### config.mk
export PLATFORM = sky130hd
export DESIGN_NAME = ubm_boot_select
export DESIGN_NICKNAME = d
export VERILOG_FILES = /design/src/include/ubm_pkg.sv /design/src/rtl/ubm_boot_select.sv /design/src/rtl/ubm_ep_table.sv
export VERILOG_INCLUDE_DIRS = /design/src /design/src/include
export SDC_FILE = /design/constraint.sdc
export NUM_CORES = 1
export LEC_CHECK = 0
export BUFFER_PORTS_ARGS = -buffer_cell sky130_fd_sc_hd__buf_2
export CORE_ASPECT_RATIO = 0.8
export CORE_MARGIN = 3
export CORE_UTILIZATION = 50
export CTS_CLUSTER_SIZE = 16
export DETAILED_ROUTE_END_ITERATION = 7
export PLACE_DENSITY = 0.7
export SKIP_CTS_REPAIR_TIMING = 1
export SLEW_MARGIN = 5
export SYNTH_ARGS = -nofsm -noshare
export SYNTH_HDL_FRONTEND = slang
export SYNTH_SLANG_ARGS = --single-unit
### constraint.sdc
create_clock -name clk -period 3.5 [get_ports clk]
set_input_delay 0.35 -clock clk [delete_from_list [all_inputs] [get_ports clk]]
set_output_delay 0.35 -clock clk [all_outputs]
set_load 0.005 [all_outputs]
### src/include/ubm_params.svh
// Purpose: offsets, field positions, reset values and markers of the boot selector
// Assumes: included by bare name from the design files
// Notes: definitions only
`ifndef UBM_PARAMS_SVH
`define UBM_PARAMS_SVH

// register byte offsets on the wishbone slave
`define UBM_REG_STATUS 6'h00
`define UBM_REG_CPU_CTRL 6'h04
`define UBM_REG_IDS 6'h08
`define UBM_REG_DEV_REL 6'h0c
`define UBM_REG_CONNECT 6'h10
`define UBM_REG_EP_QUERY 6'h14
`define UBM_REG_DOWNLOAD 6'h18

// field positions
`define UBM_ST_DONE 2
`define UBM_ST_REQ 3
`define UBM_ST_HS 4
`define UBM_ST_CPURST 5
`define UBM_CN_CONNECT 0
`define UBM_CN_REQ 1
`define UBM_CPU_RESET_BIT 0
`define UBM_HDR_FINAL_BIT 7

// reset values
`define UBM_CPU_RESET_RST 1'b1
`define UBM_CONNECT_RST 1'b0
`define UBM_REQ_RST 1'b0

// eeprom markers and memory map
`define UBM_MARK_ID 8'hc0
`define UBM_MARK_IMG 8'hc2
`define UBM_EEP_LAST 16'hffff
`define UBM_RAM_TOP 16'h3fff
`define UBM_CPU_CTRL_ADDR 16'he600
`define UBM_EXT_START 16'h0000
`define UBM_ID_BYTES 3'd6

// endpoint packet sizes
`define UBM_EP0_MPS 10'h040
`define UBM_FS_MPS 10'h040
`define UBM_HS_MPS 10'h200

`endif

### src/include/ubm_pkg.sv
// Purpose: shared types of the boot selector
// Assumes: nothing
// Notes: constants live in ubm_params.svh
package ubm_pkg;
	// boot path chosen after reset
	typedef enum logic [1:0] {
		UBM_PATH_NONE,
		UBM_PATH_ID,
		UBM_PATH_IMG,
		UBM_PATH_EXT
	} ubm_path_type;

	// endpoint transfer kind reported by the default device
	typedef enum logic [2:0] {
		UBM_EP_NONE,
		UBM_EP_CTRL,
		UBM_EP_BULK,
		UBM_EP_INT,
		UBM_EP_ISO
	} ubm_ep_kind_type;
endpackage

### src/rtl/ubm_boot_select.sv
// Purpose: picks the boot path after reset, loads a ram image, holds the cpu and bus link
// Assumes: eeprom reader answers each held request with ack or nack
// Notes: registers on classic wishbone, one wait state per access
//
// Decided for this implementation: the address map and the Wishbone interface to the registers.
`timescale 1ns/1ps
`include "ubm_params.svh"

// Notes on behaviour
// - request bit zero: default device answers
// - no memory: default ids, bit zero
// - 0xc0 marker: eeprom ids, bit zero
// - 0xc2 marker: eeprom holds firmware image
// - image copied, cpu reset from image's cpu control byte, bit one
// - eeprom to 64 KB, writes only 16K ram
// - external memory and pin high: bit one
// - default device follows detected speed
// - one configuration, interface 0, alts 0-3
// - alt zero has only control endpoint
// - full speed endpoints all 64 bytes
// - high speed ep2/4/6/8 512, doubled
// - high speed alt1 ep1 reported 512
// - download into ram before firmware exists
// - firmware can disconnect and reconnect
// - unknown marker treated as no eeprom
// - record: final flag with length, address, data
module ubm_boot_select #(
	parameter logic [15:0] DEF_VID = 16'h1234, // arbitrary value
	parameter logic [15:0] DEF_PID = 16'h5678, // arbitrary value
	parameter logic [15:0] DEF_REL = 16'ha001  // arbitrary value
) (
	input wire logic clk,
	input wire logic rst,
	input wire logic [7:0] wb_adr_i,
	input wire logic [31:0] wb_dat_i,
	output logic [31:0] wb_dat_o,
	input wire logic [3:0] wb_sel_i,
	input wire logic wb_we_i,
	input wire logic wb_cyc_i,
	input wire logic wb_stb_i,
	output logic wb_ack_o,
	output logic eep_req,
	output logic [15:0] eep_addr,
	input wire logic [7:0] eep_data,
	input wire logic eep_ack,
	input wire logic eep_nack,
	input wire logic ext_mem_present,
	input wire logic external_code_select_pin,
	input wire logic speed_hs_detected,
	output logic ram_we,
	output logic [15:0] ram_addr,
	output logic [7:0] ram_wdata,
	output logic cpu_reset,
	output logic usb_connect,
	output logic firmware_request_handling_bit,
	output logic usb_high_speed,
	output logic [15:0] desc_vid,
	output logic [15:0] desc_pid,
	output logic [15:0] desc_rel,
	output logic [15:0] ext_start_addr
);
	typedef enum logic [2:0] {S_START, S_MARK, S_IDS, S_HDR, S_DATA, S_DONE} ubm_state_type;

	ubm_state_type state_q; // loader state
	ubm_pkg::ubm_path_type path_q; // chosen boot path
	logic [2:0] idx_q; // byte index inside a group
	logic [7:0] ids_q [0:5]; // eeprom id bytes, low first
	logic [9:0] len_q; // bytes left in record
	logic [15:0] rec_addr_q; // target address of next byte
	logic final_q; // current record is the last
	logic finish_q; // one-cycle pulse at end of selection
	logic done_q; // selection complete
	logic ld_we_q; // loader write strobe
	logic [15:0] ld_addr_q;
	logic [7:0] ld_data_q;
	logic ld_cpu_q; // cpu reset bit written by the image
	logic hs_q; // registered speed result
	logic [1:0] q_alt_q; // endpoint query alt setting
	logic [2:0] q_ep_q; // endpoint query endpoint
	logic [9:0] ep_mps;
	ubm_pkg::ubm_ep_kind_type ep_kind;
	logic ep_dbl;
	logic wr_en; // write takes effect this edge
	logic [5:0] reg_off;
	logic [31:0] rd_data;
	logic byte_taken;

	////////////////////////////////////////////////////////////
	// helpers
	// only on-chip ram may be written
	function automatic logic ram_ok(input logic [15:0] a);
		ram_ok = (a <= `UBM_RAM_TOP);
	endfunction

	function automatic ubm_pkg::ubm_path_type fallback(input logic ext, input logic sel);
		fallback = (ext && sel) ? ubm_pkg::UBM_PATH_EXT : ubm_pkg::UBM_PATH_NONE;
	endfunction

	assign byte_taken = eep_req && eep_ack;
	assign reg_off = wb_adr_i[5:0];
	// writes land on the edge that sees ack high
	assign wr_en = wb_cyc_i && wb_stb_i && wb_we_i && wb_ack_o && wb_sel_i[0];

	////////////////////////////////////////////////////////////
	// eeprom loader, runs once after reset
	// single pass after reset
	always_ff @(posedge clk) begin
		if (rst) begin
			state_q <= S_START;
			path_q <= ubm_pkg::UBM_PATH_NONE;
			eep_req <= 1'b0;
			eep_addr <= 16'h0000;
			idx_q <= 3'h0;
			len_q <= 10'h000;
			rec_addr_q <= 16'h0000;
			final_q <= 1'b0;
			finish_q <= 1'b0;
			ld_we_q <= 1'b0;
			ld_addr_q <= 16'h0000;
			ld_data_q <= 8'h00;
		end else begin
			finish_q <= 1'b0;
			ld_we_q <= 1'b0;
			// re-issue a read one idle cycle after each byte
			if (state_q != S_START && state_q != S_DONE && !eep_req) begin
				eep_req <= 1'b1;
			end
			case (state_q)
				// first read at eeprom address zero
				S_START: begin
					eep_req <= 1'b1;
					eep_addr <= 16'h0000;
					state_q <= S_MARK;
				end
				// marker byte decides path
				S_MARK: begin
					if (eep_req && eep_nack) begin
						eep_req <= 1'b0;
						path_q <= fallback(ext_mem_present, external_code_select_pin);
						state_q <= S_DONE;
						finish_q <= 1'b1;
					end else if (byte_taken) begin
						eep_req <= 1'b0;
						eep_addr <= eep_addr + 16'h0001;
						idx_q <= 3'h0;
						if (eep_data == `UBM_MARK_ID) begin
							path_q <= ubm_pkg::UBM_PATH_ID;
							state_q <= S_IDS;
						end else if (eep_data == `UBM_MARK_IMG) begin
							path_q <= ubm_pkg::UBM_PATH_IMG;
							state_q <= S_IDS;
						end else begin
							path_q <= fallback(ext_mem_present, external_code_select_pin);
							state_q <= S_DONE;
							finish_q <= 1'b1;
						end
					end
				end
				// six id bytes then the configuration byte
				S_IDS: begin
					if (eep_req && eep_nack) begin
						eep_req <= 1'b0;
						state_q <= S_DONE;
						finish_q <= 1'b1;
					end else if (byte_taken) begin
						eep_req <= 1'b0;
						eep_addr <= eep_addr + 16'h0001;
						idx_q <= idx_q + 3'h1;
						if (idx_q == `UBM_ID_BYTES) begin
							idx_q <= 3'h0;
							// configuration byte is not acted on here
							if (path_q == ubm_pkg::UBM_PATH_ID) begin
								state_q <= S_DONE;
								finish_q <= 1'b1;
							end else begin
								state_q <= S_HDR;
							end
						end
					end
				end
				S_HDR: begin
					if (eep_req && eep_nack) begin
						eep_req <= 1'b0;
						state_q <= S_DONE;
						finish_q <= 1'b1;
					end else if (byte_taken) begin
						eep_req <= 1'b0;
						eep_addr <= eep_addr + 16'h0001;
						idx_q <= idx_q + 3'h1;
						case (idx_q)
							3'h0: begin
								final_q <= eep_data[`UBM_HDR_FINAL_BIT];
								len_q[9:8] <= eep_data[1:0];
							end
							3'h1: len_q[7:0] <= eep_data;
							3'h2: rec_addr_q[15:8] <= eep_data;
							default: begin
								rec_addr_q[7:0] <= eep_data;
								idx_q <= 3'h0;
								if (len_q != 10'h000) begin
									state_q <= S_DATA;
								end else if (final_q) begin
									state_q <= S_DONE;
									finish_q <= 1'b1;
								end
							end
						endcase
						// stop at the end of a 64 KB eeprom
						if (eep_addr == `UBM_EEP_LAST) begin
							state_q <= S_DONE;
							finish_q <= 1'b1;
						end
					end
				end
				S_DATA: begin
					if (eep_req && eep_nack) begin
						eep_req <= 1'b0;
						state_q <= S_DONE;
						finish_q <= 1'b1;
					end else if (byte_taken) begin
						eep_req <= 1'b0;
						eep_addr <= eep_addr + 16'h0001;
						ld_we_q <= 1'b1;
						ld_addr_q <= rec_addr_q;
						ld_data_q <= eep_data;
						rec_addr_q <= rec_addr_q + 16'h0001;
						len_q <= len_q - 10'h001;
						if (len_q == 10'h001) begin
							state_q <= final_q ? S_DONE : S_HDR;
							finish_q <= final_q;
						end
						if (eep_addr == `UBM_EEP_LAST) begin
							state_q <= S_DONE;
							finish_q <= 1'b1;
						end
					end
				end
				S_DONE: begin
					eep_req <= 1'b0;
				end
				default: begin
					state_q <= S_DONE;
				end
			endcase
		end
	end

	// id bytes captured apart from the sequencer
	always_ff @(posedge clk) begin
		if (state_q == S_IDS && byte_taken && idx_q < `UBM_ID_BYTES) begin
			ids_q[idx_q] <= eep_data;
		end
	end

	////////////////////////////////////////////////////////////
	// selection result, request bit, identifiers
	always_ff @(posedge clk) begin
		if (rst) begin
			done_q <= 1'b0;
			firmware_request_handling_bit <= `UBM_REQ_RST;
			desc_vid <= DEF_VID;
			desc_pid <= DEF_PID;
			desc_rel <= DEF_REL;
			ext_start_addr <= `UBM_EXT_START;
		end else if (finish_q) begin
			done_q <= 1'b1;
			firmware_request_handling_bit <= (path_q == ubm_pkg::UBM_PATH_IMG) || (path_q == ubm_pkg::UBM_PATH_EXT);
			if (path_q == ubm_pkg::UBM_PATH_ID) begin
				desc_vid <= {ids_q[1], ids_q[0]};
				desc_pid <= {ids_q[3], ids_q[2]};
				desc_rel <= {ids_q[5], ids_q[4]};
			end
		end else if (wr_en && done_q && reg_off == `UBM_REG_CONNECT) begin
			firmware_request_handling_bit <= wb_dat_i[`UBM_CN_REQ];
		end
	end

	////////////////////////////////////////////////////////////
	// cpu hold, link connect, speed
	// a pending image write to cpu control only acts once selection ends
	always_ff @(posedge clk) begin
		if (rst) begin
			ld_cpu_q <= `UBM_CPU_RESET_RST;
			cpu_reset <= `UBM_CPU_RESET_RST;
			usb_connect <= `UBM_CONNECT_RST;
			hs_q <= 1'b0;
			usb_high_speed <= 1'b0;
		end else begin
			hs_q <= speed_hs_detected;
			usb_high_speed <= hs_q;
			if (ld_we_q && ld_addr_q == `UBM_CPU_CTRL_ADDR) begin
				ld_cpu_q <= ld_data_q[`UBM_CPU_RESET_BIT];
			end
			if (finish_q) begin
				usb_connect <= 1'b1;
				if (path_q == ubm_pkg::UBM_PATH_IMG) begin
					// last image byte may land with the finish pulse
					if (ld_we_q && ld_addr_q == `UBM_CPU_CTRL_ADDR) begin
						cpu_reset <= ld_data_q[`UBM_CPU_RESET_BIT];
					end else begin
						cpu_reset <= ld_cpu_q;
					end
				end else if (path_q == ubm_pkg::UBM_PATH_EXT) begin
					cpu_reset <= 1'b0;
				end
			end else if (wr_en && done_q) begin
				// host holds and frees the cpu
				if (reg_off == `UBM_REG_CPU_CTRL) begin
					cpu_reset <= wb_dat_i[`UBM_CPU_RESET_BIT];
				end
				if (reg_off == `UBM_REG_CONNECT) begin
					usb_connect <= wb_dat_i[`UBM_CN_CONNECT];
				end
			end
		end
	end

	////////////////////////////////////////////////////////////
	// ram write port shared by loader and host download
	always_ff @(posedge clk) begin
		if (rst) begin
			ram_we <= 1'b0;
			ram_addr <= 16'h0000;
			ram_wdata <= 8'h00;
		end else begin
			ram_we <= 1'b0;
			if (ld_we_q && ram_ok(ld_addr_q)) begin
				ram_we <= 1'b1;
				ram_addr <= ld_addr_q;
				ram_wdata <= ld_data_q;
			end else if (wr_en && done_q && cpu_reset && reg_off == `UBM_REG_DOWNLOAD &&
				ram_ok(wb_dat_i[31:16])) begin
				ram_we <= 1'b1;
				ram_addr <= wb_dat_i[31:16];
				ram_wdata <= wb_dat_i[7:0];
			end
		end
	end

	////////////////////////////////////////////////////////////
	// default device endpoint personality
	// one interface, four alt settings
	ubm_ep_table u_ep_table (
		.high_speed(usb_high_speed),
		.alt(q_alt_q),
		.ep_sel(q_ep_q),
		.mps(ep_mps),
		.kind(ep_kind),
		.dbl(ep_dbl)
	);

	// endpoint query select register
	always_ff @(posedge clk) begin
		if (rst) begin
			q_alt_q <= 2'h0;
			q_ep_q <= 3'h0;
		end else if (wr_en && reg_off == `UBM_REG_EP_QUERY) begin
			q_alt_q <= wb_dat_i[1:0];
			q_ep_q <= wb_dat_i[6:4];
		end
	end

	////////////////////////////////////////////////////////////
	// wishbone slave: ack one cycle after request, unmapped reads zero
	always_comb begin
		case (reg_off)
			`UBM_REG_STATUS: rd_data = {26'h0, cpu_reset, usb_high_speed, firmware_request_handling_bit,
				done_q, 2'(path_q)};
			`UBM_REG_CPU_CTRL: rd_data = {31'h0, cpu_reset};
			`UBM_REG_IDS: rd_data = {desc_pid, desc_vid};
			`UBM_REG_DEV_REL: rd_data = {16'h0, desc_rel};
			`UBM_REG_CONNECT: rd_data = {30'h0, firmware_request_handling_bit, usb_connect};
			`UBM_REG_EP_QUERY: rd_data = {16'h0, ep_dbl, 3'(ep_kind), 2'h0, ep_mps};
			default: rd_data = 32'h0;
		endcase
	end

	// ack and read data registered together
	always_ff @(posedge clk) begin
		if (rst) begin
			wb_ack_o <= 1'b0;
			wb_dat_o <= 32'h0;
		end else begin
			wb_ack_o <= wb_cyc_i && wb_stb_i && !wb_ack_o;
			if (wb_cyc_i && wb_stb_i && !wb_ack_o) begin
				wb_dat_o <= rd_data;
			end
		end
	end

	////////////////////////////////////////////////////////////
	// checks
	ack_single_a: assert property (@(posedge clk) disable iff (rst)
		wb_ack_o |=> !wb_ack_o) else $error("ack held longer than one cycle");
	hold_until_done_a: assert property (@(posedge clk) disable iff (rst)
		!done_q |-> cpu_reset && !usb_connect) else $error("cpu or link released before selection");
	id_boot_bit_a: assert property (@(posedge clk) disable iff (rst)
		finish_q && path_q == ubm_pkg::UBM_PATH_ID |=> !firmware_request_handling_bit &&
		desc_vid == {ids_q[1], ids_q[0]}) else $error("id-only boot result wrong");
	img_boot_bit_a: assert property (@(posedge clk) disable iff (rst)
		finish_q && path_q == ubm_pkg::UBM_PATH_IMG |=> firmware_request_handling_bit) else $error("image boot bit");
	none_boot_bit_a: assert property (@(posedge clk) disable iff (rst)
		finish_q && path_q == ubm_pkg::UBM_PATH_NONE |=> !firmware_request_handling_bit && desc_vid == DEF_VID)
		else $error("no-memory boot result wrong");
	ext_boot_a: assert property (@(posedge clk) disable iff (rst)
		finish_q && path_q == ubm_pkg::UBM_PATH_EXT |=> firmware_request_handling_bit && !cpu_reset)
		else $error("external boot result wrong");
	ram_range_a: assert property (@(posedge clk) disable iff (rst)
		ram_we |-> ram_addr <= `UBM_RAM_TOP) else $error("ram write outside on-chip ram");
	bad_marker_a: assert property (@(posedge clk) disable iff (rst)
		state_q == S_MARK && byte_taken && eep_data != `UBM_MARK_ID && eep_data != `UBM_MARK_IMG |=>
		finish_q && path_q != ubm_pkg::UBM_PATH_ID && path_q != ubm_pkg::UBM_PATH_IMG)
		else $error("unknown marker not treated as absent");
	alt_zero_a: assert property (@(posedge clk) disable iff (rst)
		q_alt_q == 2'h0 && q_ep_q != 3'h0 |-> ep_mps == 10'h000 && ep_kind == ubm_pkg::UBM_EP_NONE)
		else $error("alt zero reports data endpoint");
	hs_ep1_a: assert property (@(posedge clk) disable iff (rst)
		usb_high_speed && q_alt_q == 2'h1 && q_ep_q == 3'h1 |-> ep_mps == `UBM_HS_MPS)
		else $error("high speed alt1 ep1 size");

	id_boot_c: cover property (@(posedge clk) finish_q && path_q == ubm_pkg::UBM_PATH_ID);
	img_boot_c: cover property (@(posedge clk) finish_q && path_q == ubm_pkg::UBM_PATH_IMG);
	download_c: cover property (@(posedge clk) ram_we && done_q);
endmodule

### src/rtl/ubm_ep_table.sv
// Purpose: endpoint personality of the built-in default device
// Assumes: ep select 0=ep0 1=ep1out 2=ep1in 3=ep2 4=ep4 5=ep6 6=ep8
// Notes: purely combinational, the caller registers the answer
`timescale 1ns/1ps
`include "ubm_params.svh"

module ubm_ep_table (
	input wire logic high_speed,
	input wire logic [1:0] alt,
	input wire logic [2:0] ep_sel,
	output logic [9:0] mps,
	output ubm_pkg::ubm_ep_kind_type kind,
	output logic dbl
);
	// size of ep2-ep8 and of alt 1 ep1 follows detected speed
	logic [9:0] data_mps;

	////////////////////////////////////////////////////////////
	// lookup
	// data sizes follow speed: 512 high, 64 full
	assign data_mps = high_speed ? `UBM_HS_MPS : `UBM_FS_MPS;

	// decode per endpoint and alternate setting
	always_comb begin
		mps = 10'h000;
		kind = ubm_pkg::UBM_EP_NONE;
		dbl = 1'b0;
		if (ep_sel == 3'h0) begin
			mps = `UBM_EP0_MPS;
			kind = ubm_pkg::UBM_EP_CTRL;
		end else if (alt != 2'h0) begin
			case (ep_sel)
				3'h1, 3'h2: begin
					mps = (alt == 2'h1) ? data_mps : `UBM_FS_MPS;
					kind = (alt == 2'h1) ? ubm_pkg::UBM_EP_BULK : ubm_pkg::UBM_EP_INT;
				end
				// ep2 and ep6 change kind per setting
				3'h3, 3'h5: begin
					mps = data_mps;
					dbl = 1'b1;
					case (alt)
						2'h1: kind = ubm_pkg::UBM_EP_BULK;
						2'h2: kind = ubm_pkg::UBM_EP_INT;
						default: kind = ubm_pkg::UBM_EP_ISO;
					endcase
				end
				// ep4 and ep8 always bulk
				3'h4, 3'h6: begin
					mps = data_mps;
					dbl = 1'b1;
					kind = ubm_pkg::UBM_EP_BULK;
				end
				// no such endpoint
				default: begin
					mps = 10'h000;
				end
			endcase
		end
	end
endmodule

==> run metrics <==
status=finished, final reports clean; Seq cells post-synth=244; Die Area=22600 um2; layout cell share with drive strength beyond 1=18.5%; Setup crit start kind=flip-flop; final setup fails=0; clk_lat worst skew=0.53 ns; max incr delay on CP=0.50 ns; largest net degree at the start of global routing=85; clock transition at the registers of the reported paths=0.06 ns; Slew headroom=38.7%; Max Fclk=391 MHz; Final Max Tran Viols=0; Mapped Area=10400 um2; metal1 wirelength=13.6 mm; Die Wd=167 um; worst-margin pin slew=0.920 ns; Routed WL=27.3 mm; CP Capture Type=flip-flop; post-synth top area share=37.6%; CTS tree=done; Worst path depth=6; metal2 WL=11.3 mm; H-tree Lvls=1; syn_area_per_cell=8.81 um2; DR iter-0 viols=948; grt total ovfl=0; RSZ-0062 raised after global routing=false; Synth cell types=70; min Tclk post-route=2.56 ns; Synth area leaders=dfxtp_1, edfxtp_1, nand2_1; initial antenna violation count=0; Ys Warns=0; Nets=1403; setup TNS=0 ns; Final Util=60.5%; row count=46; Root Buffer=clkbuf_16; via/cell ratio=5.64; drt drc=0; Worst Skew=0.0178 ns; DR pass1 iterations=5; kind of cell adding the most delay to the critical path=simple AND/OR/NAND/NOR gates; top layer in use=met4; worst-path fanout max=20; pwr dens=521 nW/um2; number of synthesized flops with an enable pin=48; synthesized instance count=1183; n_diodes=0; slowest CP cell=dfxtp_1; worst reg2reg endpoint=len_q[8]; worst hold path class=input port to flip-flop; reg-to-reg slack, setup=0.94 ns; VDD IR-drop max=338 uV; crit path DAT=2.92 ns; WP buf/inv=1; Core Region=20100 um2; final hold violation count=0; Async SR Flop Fraction=0%; gpl congestion=0.890; crit path to=len_q[8]; Final ANT Viol Nets=0; first-pass GRT wire length=43.0 mm; GRT Overall Usage=23.0%; Pleak=0.00455 uW; Starting Density=51.7%; Clock Path Buffers=3; crit-path cells=nor2_1 > nand2_1 > buf_4 > or4b_1 > a21boi_0 > nor3_1; sequential share of the synthesized area=51.5%; TritonCTS buffer count=25; post-synth top area cell=dfxtp_1; drt wl/cell=16.9 um; I/O pin cnt=205; Critical Path RT=3.86 ns; Buffers on Ports=175; R2R cell count=6; total number of vias=9092; top_reg_cell synth=dfxtp_1; synthesis-to-finish area growth=16.8%; # clock sinks=244; Detail Route met3 WL=2.02 mm; vias in the first global route=7945; crit path launch=state_q[1]; hpwl dp=18.8 mm; Tcrit/Tclk final=73.2%; Max Cap Violations=0; crit path kind=flip-flop to flip-flop; Total Power=6350 uW; Worst R2R Start=state_q[1]; Die Y=135 um
-- worst min path at each step --
stage,from,endpoint,slack [ns],cells past startpoint
after global routing,speed_hs_detected,hs_q,0.08,2
after CTS,speed_hs_detected,hs_q,0.04,2
after global placement,hs_q,usb_high_speed,0.43,1
after floorplan,hs_q,usb_high_speed,0.41,1
after detailed placement,hs_q,usb_high_speed,0.43,1
final,speed_hs_detected,hs_q,0.06,2
-- synth_stat cells, drive strengths merged (6+ instances only) --
cell    number
a211oi      36
a21oi      128
a221oi       6
a22oi       15
buf         26
clkbuf      62
dfxtp      196
edfxtp      48
ha          12
inv         14
mux2i       26
nand2      233
nand2b       6
nand3       37
nand3b      20
nand4       11
nor2       119
nor2b        6
nor3        24
nor4        10
o21ai       46
o31ai        6
or3          8
xnor2       11
-- area by class of cell --
cell class | count | area [um2]
clock inverters | 9 | 81.3
inverters | 14 | 52.6
well taps | 264 | 330
clock buffers | 37 | 691
repair buffers | 192 | 1010
multi-input cells | 852 | 4650
flip-flops and latches | 244 | 5370
fillers | 1802 | 7970
-- per-stage QoR --
step | area (um2) | setup WS, ns | cells | hold WS [ns]
after CTS | 12200 | 1.02 | 1612 | 0.0426
after floorplan | 10500 | 1.38 | 1198 | 0.414
after detailed placement | 11400 | 1.03 | 1566 | 0.429
after global placement | 11400 | 1.08 | 1566 | 0.426
after global routing | 12200 | 0.714 | 1612 | 0.0806
final | 12200 | 0.940 | 1612 | 0.0605
-- sequential cells by signal (all words and copies together) (netlist names), 2 cells and up --
| name | count |
|---|---|
| desc_pid | 16 |
| desc_vid | 16 |
| ids_q | 48 |
| path_q | 2 |
| ld_addr_q | 16 |
| wb_dat_o | 32 |
| rec_addr_q | 16 |
| desc_rel | 16 |
| ram_wdata | 8 |
| ram_addr | 16 |
| idx_q | 3 |
| state_q | 3 |
| q_alt_q | 2 |
| q_ep_q | 3 |
| len_q | 10 |
| eep_addr | 16 |
| ld_data_q | 8 |
-- layout by cell type, fill, tap and decap left out, types with 10 or more instances in the layout --
master	instances
dfxtp_1	196
o21ai_0	40
nand4_1	11
nand3_1	37
a21oi_1	127
conb_1	16
clkbuf_1	10
clkbuf_16	25
mux2i_1	26
xnor2_1	11
edfxtp_1	48
nand2_1	233
nor2_1	116
ha_1	12
a22oi_1	15
buf_4	18
a211oi_1	36
inv_1	14
nor3_1	24
buf_2	174
nand3b_1	20
-- power by group --
part | internal, uW | switching, uW
registers | 2930 | 98.2
logic | 267 | 521
clock network | 1450 | 1080
-- routing by layer --
metal	vias up	track usage [%]
met5	-	0
met4	0	4.82
met3	36	3.38
met2	331	32.3
met1	4271	37.3
li1	4454	-
-- kinds of logic (layout without fill, tap and decap cells) --
kind of cell             after synthesis  count (layout)  share of synthesized area (%)
AO/OA/AOI/OAI                        276             276                           16.2
XOR/XNOR                              15              15                           1.26
adder cells (fa/ha/maj)               13              13                           1.54
buffers and inverters                102             252                           4.45
flip-flops                           244             244                           51.5
multiplexers                          30              30                           2.93
other                                  1              16                         0.0360
AND/OR/NAND/NOR                      502             502                           22.2
No activity file was read; power rests on OpenSTA's default activity.
